--- config.mk ---
export PLATFORM = sky130hd
export DESIGN_NAME = crc_calendar
export DESIGN_NICKNAME = d
export VERILOG_FILES = /design/src/verilog/crc_pkg.sv /design/src/verilog/crc_calendar.sv /design/src/verilog/crc_bcd_step.sv
export SDC_FILE = /design/constraint.sdc
export NUM_CORES = 1
export LEC_CHECK = 0
export BUFFER_PORTS_ARGS = -buffer_cell sky130_fd_sc_hd__buf_2
export CAP_MARGIN = 10
export CORE_MARGIN = 2
export CORE_UTILIZATION = 61
export DETAILED_ROUTE_END_ITERATION = 6
export GPL_TIMING_DRIVEN = 0
export PLACE_DENSITY = 0.82
export SLEW_MARGIN = 40
export SYNTH_ARGS = -nofsm -noshare
export SYNTH_HDL_FRONTEND = slang
export SYNTH_SLANG_ARGS = --single-unit
--- constraint.sdc ---
create_clock -name clk -period 3.93 [get_ports clk]
set_clock_uncertainty 0.05 [all_clocks]
set_input_delay 0.786 -clock clk [delete_from_list [all_inputs] [get_ports clk]]
set_output_delay 0.786 -clock clk [all_outputs]
set_load 0.05 [all_outputs]
--- src/verilog/crc_pkg.sv ---
// shared constants and types of the calendar counter
package crc_pkg;
    localparam logic [15:0] ADDR_RTCC0  = 16'hFF9D;
    localparam logic [15:0] ADDR_AHC    = 16'hFF9E;
    localparam logic [15:0] ADDR_IDC    = 16'hFF6F;
    localparam logic [15:0] ADDR_SUBSEC = 16'hFFC0;
    localparam logic [15:0] ADDR_SEC    = 16'hFFC2;
    localparam logic [15:0] ADDR_MIN    = 16'hFFB3;
    localparam logic [15:0] ADDR_HOUR   = 16'hFFC4;
    localparam logic [15:0] ADDR_WEEK   = 16'hFFB5;
    localparam logic [15:0] ADDR_DAY    = 16'hFFB6;
    localparam logic [15:0] ADDR_MONTH  = 16'hFFB7;

    // field positions
    localparam int B0_FMT24  = 3;
    localparam int B0_CK32OE = 4;
    localparam int B1_HOLD   = 0;
    localparam int B1_HSTAT  = 1;
    localparam int B1_PFLAG  = 3;
    localparam int B1_AFLAG  = 4;
    localparam int B2_IEN    = 7;
    localparam int B2_DIVOE  = 6;
    localparam int B2_DIVSEL = 5;
    localparam int B_DIV_SLOW = 5;
    localparam int B_DIV_FAST = 0;

    localparam logic [15:0] SUB_MAX  = 16'h7FFF;
    localparam logic [15:0] SUB_HALF = 16'h3FFF;
    localparam logic [15:0] SUB_RST  = 16'h0000;
    localparam logic [7:0]  R8_ZERO  = 8'h00;
    localparam logic [7:0]  BCD_59   = 8'h59;
    localparam logic [7:0]  BCD_23   = 8'h23;
    localparam logic [7:0]  BCD_12   = 8'h12;
    localparam logic [7:0]  BCD_11   = 8'h11;
    localparam logic [7:0]  BCD_21   = 8'h21;
    localparam logic [7:0]  BCD_31   = 8'h31;
    localparam logic [7:0]  BCD_32   = 8'h32;
    localparam logic [7:0]  BCD_30   = 8'h30;
    localparam logic [7:0]  BCD_29   = 8'h29;
    localparam logic [7:0]  BCD_28   = 8'h28;
    localparam logic [7:0]  BCD_06   = 8'h06;
    localparam logic [7:0]  BCD_01   = 8'h01;
    localparam logic [7:0]  DAY_RST  = 8'h01;
    localparam logic [7:0]  MON_RST  = 8'h01;
    localparam logic [7:0]  HOUR_RST = 8'h12;
    localparam logic [7:0]  MON_FEB  = 8'h02;
    localparam logic [7:0]  MON_APR  = 8'h04;
    localparam logic [7:0]  MON_JUN  = 8'h06;
    localparam logic [7:0]  MON_SEP  = 8'h09;
    localparam logic [7:0]  MON_NOV  = 8'h11;
    localparam int          IVL_BASE = 6;
    localparam int          IVL_W    = 12;

    typedef enum logic [2:0] {
        CT_OFF, CT_HALF, CT_SEC, CT_MIN, CT_HOUR, CT_DAY, CT_MON_A, CT_MON_B
    } crc_ct_t;

    typedef enum logic [2:0] {
        WB_NONE, WB_SEC, WB_MIN, WB_HOUR, WB_WEEK, WB_DAY, WB_MONTH
    } crc_wsel_t;

    typedef struct packed {
        logic [15:0] addr;
        logic [15:0] wdata;
        logic        wr;
        logic        rd;
    } crc_sfr_req_t;
endpackage

--- src/verilog/crc_calendar.sv ---
// calendar counter: sub-second, bcd time and date, hold, interval and divider
`timescale 1ns/1ns
// Behaviour
// - hold freezes calendar, sub-second keeps counting
// - hold status rises within one tick
// - overflow during hold applied after release
// - seconds write clears sub-second, drops deferral
// - flags clear on zero, keep on one
// - periodic and alarm share one interrupt
// - interval interrupt enable and period select
// - divider pin enable and frequency select
// - divider pin stops low within two ticks
// - sub-second counts 0000 to 7FFF
// - calendar writes buffered, applied within two ticks
// - out-of-range values heal within one period
// - seconds and minutes count 00 to 59
// - hour coding for 24 and 12 hour
// - hour resets 12H, 00H in 24-hour
// - day limit follows month and leap year
// - weekday 0 to 6 with day
// - month 1 to 12 on day wrap
// - years divisible by four are leap
// - hold status flag readable by software
module crc_calendar
    import crc_pkg::*;
(
    input  wire logic         clk,
    input  wire logic         sys_rst,
    input  wire logic         sub_tick,
    input  wire crc_sfr_req_t sfr_req,
    input  wire logic         alarm_match,
    input  wire logic [7:0]   year_bcd,
    output logic      [15:0]  sfr_rdata,
    output logic              shared_calendar_irq,
    output logic              interval_irq,
    output logic              divider_out_pin,
    output logic              divider_out_oe,
    output logic              clk32k_out_enable
);
    logic [7:0]      rtcc0_r, rtcc0_nxt;
    logic            hold_r, hold_nxt, hstat_r, hstat_nxt;
    logic            pflag_r, pflag_nxt, aflag_r, aflag_nxt;
    logic [7:0]      idc_r, idc_nxt;
    logic [15:0]     subsec_r, subsec_nxt;
    logic            pend_r, pend_nxt;
    logic [7:0]      sec_r, sec_nxt, min_r, min_nxt, hour_r, hour_nxt;
    logic [7:0]      week_r, week_nxt, day_r, day_nxt, mon_r, mon_nxt;
    crc_wsel_t       wb_sel_r, wb_sel_nxt;
    logic [7:0]      wb_dat_r, wb_dat_nxt;
    logic            hour_fresh_r, hour_fresh_nxt;
    logic [IVL_W-1:0] ivl_r, ivl_nxt;
    logic            ivl_irq_nxt, cal_irq_nxt;
    logic            div_nxt, div_oe_nxt;
    logic [15:0]     rdata_nxt;

    logic [7:0] sec_s, min_s, h24_s, week_s, day_s, mon_s, day_last, h12_s;
    logic       sec_w, min_w, h24_w, week_w, day_w, mon_w, h12_w;
    logic       wr, sub_ovf, sub_half, leap, step_sec, step_min, step_hour, step_day;
    logic       pevent;
    crc_ct_t    ct;

    crc_bcd_step u_sec (.cur(sec_r), .last(BCD_59), .first(R8_ZERO), .nxt(sec_s), .wrap(sec_w));
    crc_bcd_step u_min (.cur(min_r), .last(BCD_59), .first(R8_ZERO), .nxt(min_s), .wrap(min_w));
    crc_bcd_step u_h24 (.cur(hour_r), .last(BCD_23), .first(R8_ZERO), .nxt(h24_s), .wrap(h24_w));
    crc_bcd_step u_wk  (.cur(week_r), .last(BCD_06), .first(R8_ZERO), .nxt(week_s), .wrap(week_w));
    crc_bcd_step u_day (.cur(day_r), .last(day_last), .first(BCD_01), .nxt(day_s), .wrap(day_w));
    crc_bcd_step u_mon (.cur(mon_r), .last(BCD_12), .first(BCD_01), .nxt(mon_s), .wrap(mon_w));

    // 12-hour coding: 12, 01..11, 32, 21..31, back to 12 with a day carry
    always_comb begin
        h12_w = 1'b0;
        if (hour_r == BCD_11) begin
            h12_s = BCD_32;
        end else if (hour_r == BCD_32) begin
            h12_s = BCD_21;
        end else if (hour_r == BCD_12) begin
            h12_s = BCD_01;
        end else if (hour_r == BCD_31) begin
            h12_s = BCD_12;
            h12_w = 1'b1;
        end else if ((hour_r < BCD_11) || ((hour_r > BCD_21) && (hour_r < BCD_31))
                     || (hour_r == BCD_21)) begin
            h12_s = (hour_r[3:0] >= 4'h9) ? {hour_r[7:4] + 4'h1, 4'h0} : hour_r + 8'h01;
        end else begin
            h12_s = BCD_12;
        end
    end

    // leap when the year is a multiple of four, in bcd
    always_comb begin
        leap = year_bcd[4] ? ((year_bcd[3:0] == 4'h2) || (year_bcd[3:0] == 4'h6))
                           : ((year_bcd[3:0] == 4'h0) || (year_bcd[3:0] == 4'h4)
                              || (year_bcd[3:0] == 4'h8));
        if (mon_r == MON_FEB) begin
            day_last = leap ? BCD_29 : BCD_28;
        end else if ((mon_r == MON_APR) || (mon_r == MON_JUN) || (mon_r == MON_SEP)
                     || (mon_r == MON_NOV)) begin
            day_last = BCD_30;
        end else begin
            day_last = BCD_31;
        end
    end

    always_comb begin
        wr        = sfr_req.wr;
        sub_ovf   = sub_tick && (subsec_r >= SUB_MAX);
        sub_half  = sub_tick && (subsec_r == SUB_HALF);
        // the calendar moves only while hold is not in effect
        step_sec  = sub_tick && !hstat_r && (sub_ovf || pend_r);
        step_min  = step_sec && sec_w;
        step_hour = step_min && min_w;
        step_day  = step_hour && (rtcc0_r[B0_FMT24] ? h24_w : h12_w);
        ct        = crc_ct_t'(rtcc0_r[2:0]);
        case (ct)
            CT_OFF:   pevent = 1'b0;
            CT_HALF:  pevent = step_sec || (sub_half && !hstat_r);
            CT_SEC:   pevent = step_sec;
            CT_MIN:   pevent = step_min;
            CT_HOUR:  pevent = step_hour;
            CT_DAY:   pevent = step_day;
            default:  pevent = step_day && day_w;
        endcase
    end

    always_comb begin
        rtcc0_nxt = rtcc0_r;
        hold_nxt  = hold_r;
        idc_nxt = idc_r;
        hour_fresh_nxt = hour_fresh_r;
        pflag_nxt = pflag_r;
        aflag_nxt = aflag_r;
        wb_sel_nxt = wb_sel_r;
        wb_dat_nxt = wb_dat_r;
        sec_nxt = sec_r;
        min_nxt = min_r;
        hour_nxt = hour_r;
        week_nxt = week_r;
        day_nxt = day_r;
        mon_nxt = mon_r;
        subsec_nxt = subsec_r;
        pend_nxt = pend_r;
        hstat_nxt = hstat_r;

        if (sub_tick) begin
            subsec_nxt = sub_ovf ? SUB_RST : subsec_r + 16'h0001;
            hstat_nxt  = hold_r;
            if (hstat_r && sub_ovf) begin
                pend_nxt = 1'b1;
            end else if (step_sec) begin
                pend_nxt = 1'b0;
            end
            if (step_sec)  sec_nxt  = sec_s;
            if (step_min)  min_nxt  = min_s;
            if (step_hour) hour_nxt = rtcc0_r[B0_FMT24] ? h24_s : h12_s;
            if (step_day) begin
                day_nxt  = day_s;
                week_nxt = week_s;
            end
            if (step_day && day_w) mon_nxt = mon_s;
            // buffered write lands on the tick after it was taken
            case (wb_sel_r)
                WB_SEC:   sec_nxt  = wb_dat_r;
                WB_MIN:   min_nxt  = wb_dat_r;
                WB_HOUR:  hour_nxt = wb_dat_r;
                WB_WEEK:  week_nxt = wb_dat_r;
                WB_DAY:   day_nxt  = wb_dat_r;
                WB_MONTH: mon_nxt  = wb_dat_r;
                default:  ;
            endcase
            wb_sel_nxt = WB_NONE;
        end

        if (pevent) pflag_nxt = 1'b1;
        if (alarm_match) aflag_nxt = 1'b1;

        if (wr) begin
            case (sfr_req.addr)
                ADDR_RTCC0: begin
                    rtcc0_nxt = sfr_req.wdata[7:0];
                    if (sfr_req.wdata[B0_FMT24] && hour_fresh_r) begin
                        hour_nxt = R8_ZERO;
                    end
                end
                ADDR_AHC: begin
                    hold_nxt = sfr_req.wdata[B1_HOLD];
                    // set beats clear when an event lands on the write
                    if (!sfr_req.wdata[B1_PFLAG] && !pevent) pflag_nxt = 1'b0;
                    if (!sfr_req.wdata[B1_AFLAG] && !alarm_match) aflag_nxt = 1'b0;
                end
                ADDR_IDC: idc_nxt = sfr_req.wdata[7:0] & 8'hE7;
                ADDR_SUBSEC: subsec_nxt = sfr_req.wdata;
                ADDR_SEC: begin
                    wb_sel_nxt = WB_SEC;
                    subsec_nxt = SUB_RST;
                    pend_nxt   = 1'b0;
                end
                ADDR_MIN:   wb_sel_nxt = WB_MIN;
                ADDR_HOUR: begin
                    wb_sel_nxt = WB_HOUR;
                    hour_fresh_nxt = 1'b0;
                end
                ADDR_WEEK:  wb_sel_nxt = WB_WEEK;
                ADDR_DAY:   wb_sel_nxt = WB_DAY;
                ADDR_MONTH: wb_sel_nxt = WB_MONTH;
                default:    ;
            endcase
            wb_dat_nxt = sfr_req.wdata[7:0];
        end
        if (step_hour) hour_fresh_nxt = 1'b0;
    end

    // interval timer runs only while enabled, so disabling it resets the phase
    always_comb begin
        ivl_nxt     = ivl_r;
        ivl_irq_nxt = 1'b0;
        if (!idc_r[B2_IEN]) begin
            ivl_nxt = '0;
        end else if (sub_tick) begin
            ivl_nxt = ivl_r + {{(IVL_W-1){1'b0}}, 1'b1};
            if (idc_r[2]) begin
                ivl_irq_nxt = idc_r[1] ? (&ivl_r[IVL_W-1:0])
                                       : (idc_r[0] ? (&ivl_r[IVL_BASE+4:0])
                                                   : (&ivl_r[IVL_BASE+3:0]));
            end else begin
                case (idc_r[1:0])
                    2'h0:    ivl_irq_nxt = &ivl_r[IVL_BASE-1:0];
                    2'h1:    ivl_irq_nxt = &ivl_r[IVL_BASE:0];
                    2'h2:    ivl_irq_nxt = &ivl_r[IVL_BASE+1:0];
                    default: ivl_irq_nxt = &ivl_r[IVL_BASE+2:0];
                endcase
            end
        end
        cal_irq_nxt = pevent || alarm_match;
        // the divider taps the free-running sub-second counter
        div_oe_nxt  = idc_r[B2_DIVOE];
        div_nxt     = idc_r[B2_DIVOE] && (idc_r[B2_DIVSEL] ? subsec_r[B_DIV_FAST]
                                                           : subsec_r[B_DIV_SLOW]);
        case (sfr_req.addr)
            ADDR_RTCC0:  rdata_nxt = {8'h00, rtcc0_r};
            ADDR_AHC:    rdata_nxt = {8'h00, 3'h0, aflag_r, pflag_r, 1'b0, hstat_r, hold_r};
            ADDR_IDC:    rdata_nxt = {8'h00, idc_r};
            ADDR_SUBSEC: rdata_nxt = subsec_r;
            ADDR_SEC:    rdata_nxt = {8'h00, sec_r};
            ADDR_MIN:    rdata_nxt = {8'h00, min_r};
            ADDR_HOUR:   rdata_nxt = {8'h00, hour_r};
            ADDR_WEEK:   rdata_nxt = {8'h00, week_r};
            ADDR_DAY:    rdata_nxt = {8'h00, day_r};
            ADDR_MONTH:  rdata_nxt = {8'h00, mon_r};
            default:     rdata_nxt = 16'h0000;
        endcase
        if (!sfr_req.rd) rdata_nxt = sfr_rdata;
    end

    always_ff @(posedge clk) begin
        if (sys_rst) begin
            rtcc0_r <= 8'h00;
            hold_r <= 1'b0;
            hstat_r <= 1'b0;
            pflag_r <= 1'b0;
            aflag_r <= 1'b0;
            idc_r <= 8'h00;
            subsec_r <= SUB_RST;
            pend_r <= 1'b0;
            sec_r <= R8_ZERO;
            min_r <= R8_ZERO;
            hour_r <= HOUR_RST;
            week_r <= R8_ZERO;
            day_r <= DAY_RST;
            mon_r <= MON_RST;
            wb_sel_r <= WB_NONE;
            wb_dat_r <= R8_ZERO;
            hour_fresh_r <= 1'b1;
            ivl_r <= '0;
            interval_irq <= 1'b0;
            shared_calendar_irq <= 1'b0;
            divider_out_pin <= 1'b0;
            divider_out_oe <= 1'b0;
            clk32k_out_enable <= 1'b0;
            sfr_rdata <= 16'h0000;
        end else begin
            rtcc0_r <= rtcc0_nxt;
            hold_r <= hold_nxt;
            hstat_r <= hstat_nxt;
            pflag_r <= pflag_nxt;
            aflag_r <= aflag_nxt;
            idc_r <= idc_nxt;
            subsec_r <= subsec_nxt;
            pend_r <= pend_nxt;
            sec_r <= sec_nxt;
            min_r <= min_nxt;
            hour_r <= hour_nxt;
            week_r <= week_nxt;
            day_r <= day_nxt;
            mon_r <= mon_nxt;
            wb_sel_r <= wb_sel_nxt;
            wb_dat_r <= wb_dat_nxt;
            hour_fresh_r <= hour_fresh_nxt;
            ivl_r <= ivl_nxt;
            interval_irq <= ivl_irq_nxt;
            shared_calendar_irq <= cal_irq_nxt;
            divider_out_pin <= div_nxt;
            divider_out_oe <= div_oe_nxt;
            clk32k_out_enable <= rtcc0_nxt[B0_CK32OE];
            sfr_rdata <= rdata_nxt;
        end
    end

    property p_freeze;
        @(posedge clk) disable iff (sys_rst)
        (hstat_r && wb_sel_r == WB_NONE && !wr) |=> $stable(sec_r) && $stable(min_r);
    endproperty
    a_freeze: assert property (p_freeze) else $error("calendar moved during hold");

    property p_subsec;
        @(posedge clk) disable iff (sys_rst)
        (sub_tick && subsec_r < SUB_MAX && !wr) |=> subsec_r == $past(subsec_r) + 16'h0001;
    endproperty
    a_subsec: assert property (p_subsec) else $error("sub-second did not count");

    property p_hstat;
        @(posedge clk) disable iff (sys_rst)
        (hold_r && sub_tick && !wr) |=> hstat_r;
    endproperty
    a_hstat: assert property (p_hstat) else $error("hold status late");

    property p_keep_flag;
        @(posedge clk) disable iff (sys_rst)
        (wr && sfr_req.addr == ADDR_AHC && sfr_req.wdata[B1_PFLAG] && pflag_r) |=> pflag_r;
    endproperty
    a_keep_flag: assert property (p_keep_flag) else $error("flag lost on write of one");

    property p_irq;
        @(posedge clk) disable iff (sys_rst)
        pevent |=> shared_calendar_irq && pflag_r;
    endproperty
    a_irq: assert property (p_irq) else $error("periodic event missing");

    property p_ivl_off;
        @(posedge clk) disable iff (sys_rst)
        !idc_r[B2_IEN] |=> !interval_irq;
    endproperty
    a_ivl_off: assert property (p_ivl_off) else $error("interval irq while disabled");

    property p_div_low;
        @(posedge clk) disable iff (sys_rst)
        !idc_r[B2_DIVOE] |=> !divider_out_pin && !divider_out_oe;
    endproperty
    a_div_low: assert property (p_div_low) else $error("divider pin not low");

    property p_deferred;
        @(posedge clk) disable iff (sys_rst)
        (pend_r && !hstat_r && sub_tick && wb_sel_r == WB_NONE && !wr) |=> sec_r != $past(sec_r);
    endproperty
    a_deferred: assert property (p_deferred) else $error("deferred second lost");

    c_hold: cover property (@(posedge clk) disable iff (sys_rst) hstat_r && sub_ovf);
    c_day:  cover property (@(posedge clk) disable iff (sys_rst) step_day && day_w);
    c_ivl:  cover property (@(posedge clk) disable iff (sys_rst) interval_irq);
endmodule

--- src/verilog/crc_bcd_step.sv ---
// one step of a bcd counter that wraps from its last value back to its first
`timescale 1ns/1ns
module crc_bcd_step
    import crc_pkg::*;
(
    input  wire logic [7:0] cur,
    input  wire logic [7:0] last,
    input  wire logic [7:0] first,
    output logic      [7:0] nxt,
    output logic            wrap
);
    // anything at or above the last value wraps, so a bad load heals in one period
    always_comb begin
        wrap = (cur >= last);
        if (wrap) begin
            nxt = first;
        end else if (cur[3:0] >= 4'h9) begin
            nxt = {cur[7:4] + 4'h1, 4'h0};
        end else begin
            nxt = cur + 8'h01;
        end
    end
endmodule

==> out/qor.txt <==
Clock tree buffer depth: 2
Failing checks: DRC
Final-layout fill cell count: 1041
Post-synth EDFFs: 0
Pre-CTS WS: 222 ps
Die area: 13800 um^2
CTS Hold Buffers Added: 0
Final worst setup slack: 350 ps
Post-synth cell types: 88
Nets: 1150
Pwr Density: 356 nW/um^2
Finished Core Util: 0.716
Syn avg cell area: 7.95 um^2
Hold Fails Final Rpt: 0
Worst rel slew slack: 0.441
Vias in the first global route: 7634
Setup CP Type: reg2reg
1st-iter DRT viols: 1010
Initial Util: 0.624
Clk sinks: 127
WL final: 26100 um
Post-Syn Nets: 1073
Synth Flop Type: dfxtp_1
Die width: 117 um
First drt pass iteration count: 7
Req. time, crit path: 4190 ps
Worst-skew pair later-pin latency: 430 ps
Total Power: 3.20 mW
H-tree levels: 4
Final setup TNS: 0 ps
DR vias: 8308
IO Count: 67
Post-synthesis sequential area ratio: 0.324
#FFs+latches synth: 127
Antenna violations before repair: 0
Final Cycle Share: 0.911
Async set or reset register ratio after synthesis: 0
Worst-path clk slew: 60 ps
Register area: 2540 um^2
First-pass GRT wire length: 40900 um
Outcome: complete, but fails checks
Final setup viols: 0
Hold crit path type: reg2reg
Input/output buffers: 59
GRT Resource Usage Total: 0.375
Total grt overflow: 0
Post-route DRC: 14
Gate count after technology mapping: 986
Max Transition Viols Final: 0
CP Launch Type: flop
Core footprint: 12600 um^2
WL/cell: 20.9 um
Post_cts resized: 0
Std cell rows: 41
P_leak: 3.32 nW
Share of cells above drive strength 1: 0.132
Max capacitance violation total: 0
P&R area growth vs syn: 14.8%
Multi-input gate area: 4920 um^2
TritonCTS clock tree: built
Post-CTS Setup Bufs: 0
CTS root buf: clkbuf_16
Crit Path Max Fanout: 5
Hold_ws: 396 ps
FMAX: 0.279 GHz
Synth warn: 0
Number of buffers created by CTS: 17
Slew @ Worst Pin: 831 ps
Post-Syn Area: 7840 um^2
Final Critical Period: 3580 ps
Pin count of the biggest net entering global routing: 17
Peak supply drop: 0.000342 V
CP endpoint kind: flop
Via/cell ratio: 6.66
Routability cong.: 1.00
Post-DP HPWL: 18500 um
CP Data Arrival Time: 3840 ps
Routed Antenna Nets: 0
Die Span Y: 117 um
# diodes: 0
## where the power goes
group / internal, mW / total [mW] / switching, mW
logic: 0.0541 / 0.172 / 0.118
clock network: 1.07 / 1.70 / 0.630
registers: 1.30 / 1.33 / 0.0314
total: 2.42 / 3.20 / 0.780
## synthesized netlist by cell type (5+ instances only)
library cell,number,area [um^2]
buf_2,6,30.0
a222oi_1,10,100
ha_1,41,513
o21a_1,8,60.1
nor3b_1,6,45.0
nand2b_1,11,68.8
xnor2_1,14,123
a211oi_1,27,203
nand2_1,109,409
xor2_1,15,131
a32oi_1,5,43.8
clkbuf_1,41,154
a22oi_1,22,165
and2_1,6,37.5
nor2b_1,10,62.6
buf_1,6,22.5
a21oi_1,79,395
o211ai_1,5,37.5
and3_1,18,113
mux2i_1,17,170
nand3_1,53,265
nor3_1,20,100
inv_1,42,158
a221oi_1,14,123
nor4_1,9,56.3
o31a_1,6,52.6
o21ai_0,34,170
nand4_1,15,93.8
o31ai_1,9,67.6
nor2_1,100,375
dfxtp_1,127,2540
## state kept, by name, indices dropped and copies added, names as in the netlist, 3 cells and up
| name | count |
|---|---|
| idc_r | 6 |
| min_r | 8 |
| week_r | 8 |
| rtcc0_r | 8 |
| wb_sel_r | 3 |
| day_r | 8 |
| subsec_r | 16 |
| sec_r | 8 |
| wb_dat_r | 8 |
| mon_r | 8 |
| sfr_rdata | 16 |
| hour_r | 8 |
| ivl_r | 12 |
## cells in the final DEF (no fill, tap or decap), types with 8 or more instances in the layout
cell type	count
nand2_1	109
nor3_1	20
a21oi_1	79
inv_1	42
nand4_1	15
o21a_1	8
ha_1	41
xnor2_1	14
nor2b_1	10
nor2_1	100
a221oi_1	14
clkbuf_1	40
xor2_1	15
a22oi_1	22
dfxtp_1	126
nand2b_1	11
nor4_1	9
clkbuf_16	17
a222oi_1	10
o21ai_0	34
nand3_1	53
a211oi_1	27
o31ai_1	9
mux2i_1	17
and3_1	18
buf_2	65
## layer usage
metal  part of all wire  wire length, um  track usage
met5                  0                0            0
met4              0.051             1340        0.172
met3               0.12             3080       0.0958
met2               0.44            11500        0.593
met1               0.39            10200        0.482
## metrics by stage
stage / std cells / instance area, um^2
CTS: 1249 / 8980
floorplan: 986 / 7840
finish: 1248 / 9000
global placement: 1217 / 8350
detailed placement: 1217 / 8350
global route: 1248 / 9000
## path summary, 6_finish.rpt
check | start | slack, ps | depth (start not counted) | end
min | sfr_rdata[15] | 400 | 2 | sfr_rdata[15]
max | mon_r[1] | 350 | 16 | day_r[0]
min reg2reg | sfr_rdata[15] | 400 | 2 | sfr_rdata[15]
max reg2reg | mon_r[1] | 350 | 16 | day_r[0]
## cell families (layout without fill, tap and decap cells)
group / after synthesis / in the layout / synth area share
and+or+nand+nor: 401 / 401 / 0.260
AOI/OAI and AO/OA: 270 / 270 / 0.244
adders and majority gates: 41 / 41 / 0.0655
xor gates and xnor gates: 29 / 29 / 0.0324
DFF: 127 / 127 / 0.324
buffers and inverters: 100 / 190 / 0.0504
muxes: 18 / 18 / 0.0231
## worst max-delay path, stage by stage (launching register included)
cell     delay (ps)
dfxtp_1         400
inv_1           140
ha_1            240
nor2b_1         120
o22ai_1          80
and3_1          210
nand2_1          70
a21oi_1          60
a21oi_1         140
ha_1            250
nor4b_1         250
nor2_1          110
nor4_1          640
o21ai_0         230
mux2i_1         180
nor2_1           60
a211o_1         250
## area by class of cell
class / instances / area share
multi-input cells: 759 / 0.547
flip-flops and latches: 127 / 0.283
clock buffers: 17 / 0.0473
repair buffers: 59 / 0.0328
plain buffers: 56 / 0.0256
well taps: 172 / 0.0239
clock inverters: 15 / 0.0232
inverters: 43 / 0.0179
Note: power is estimated with default switching activity, not from simulation.
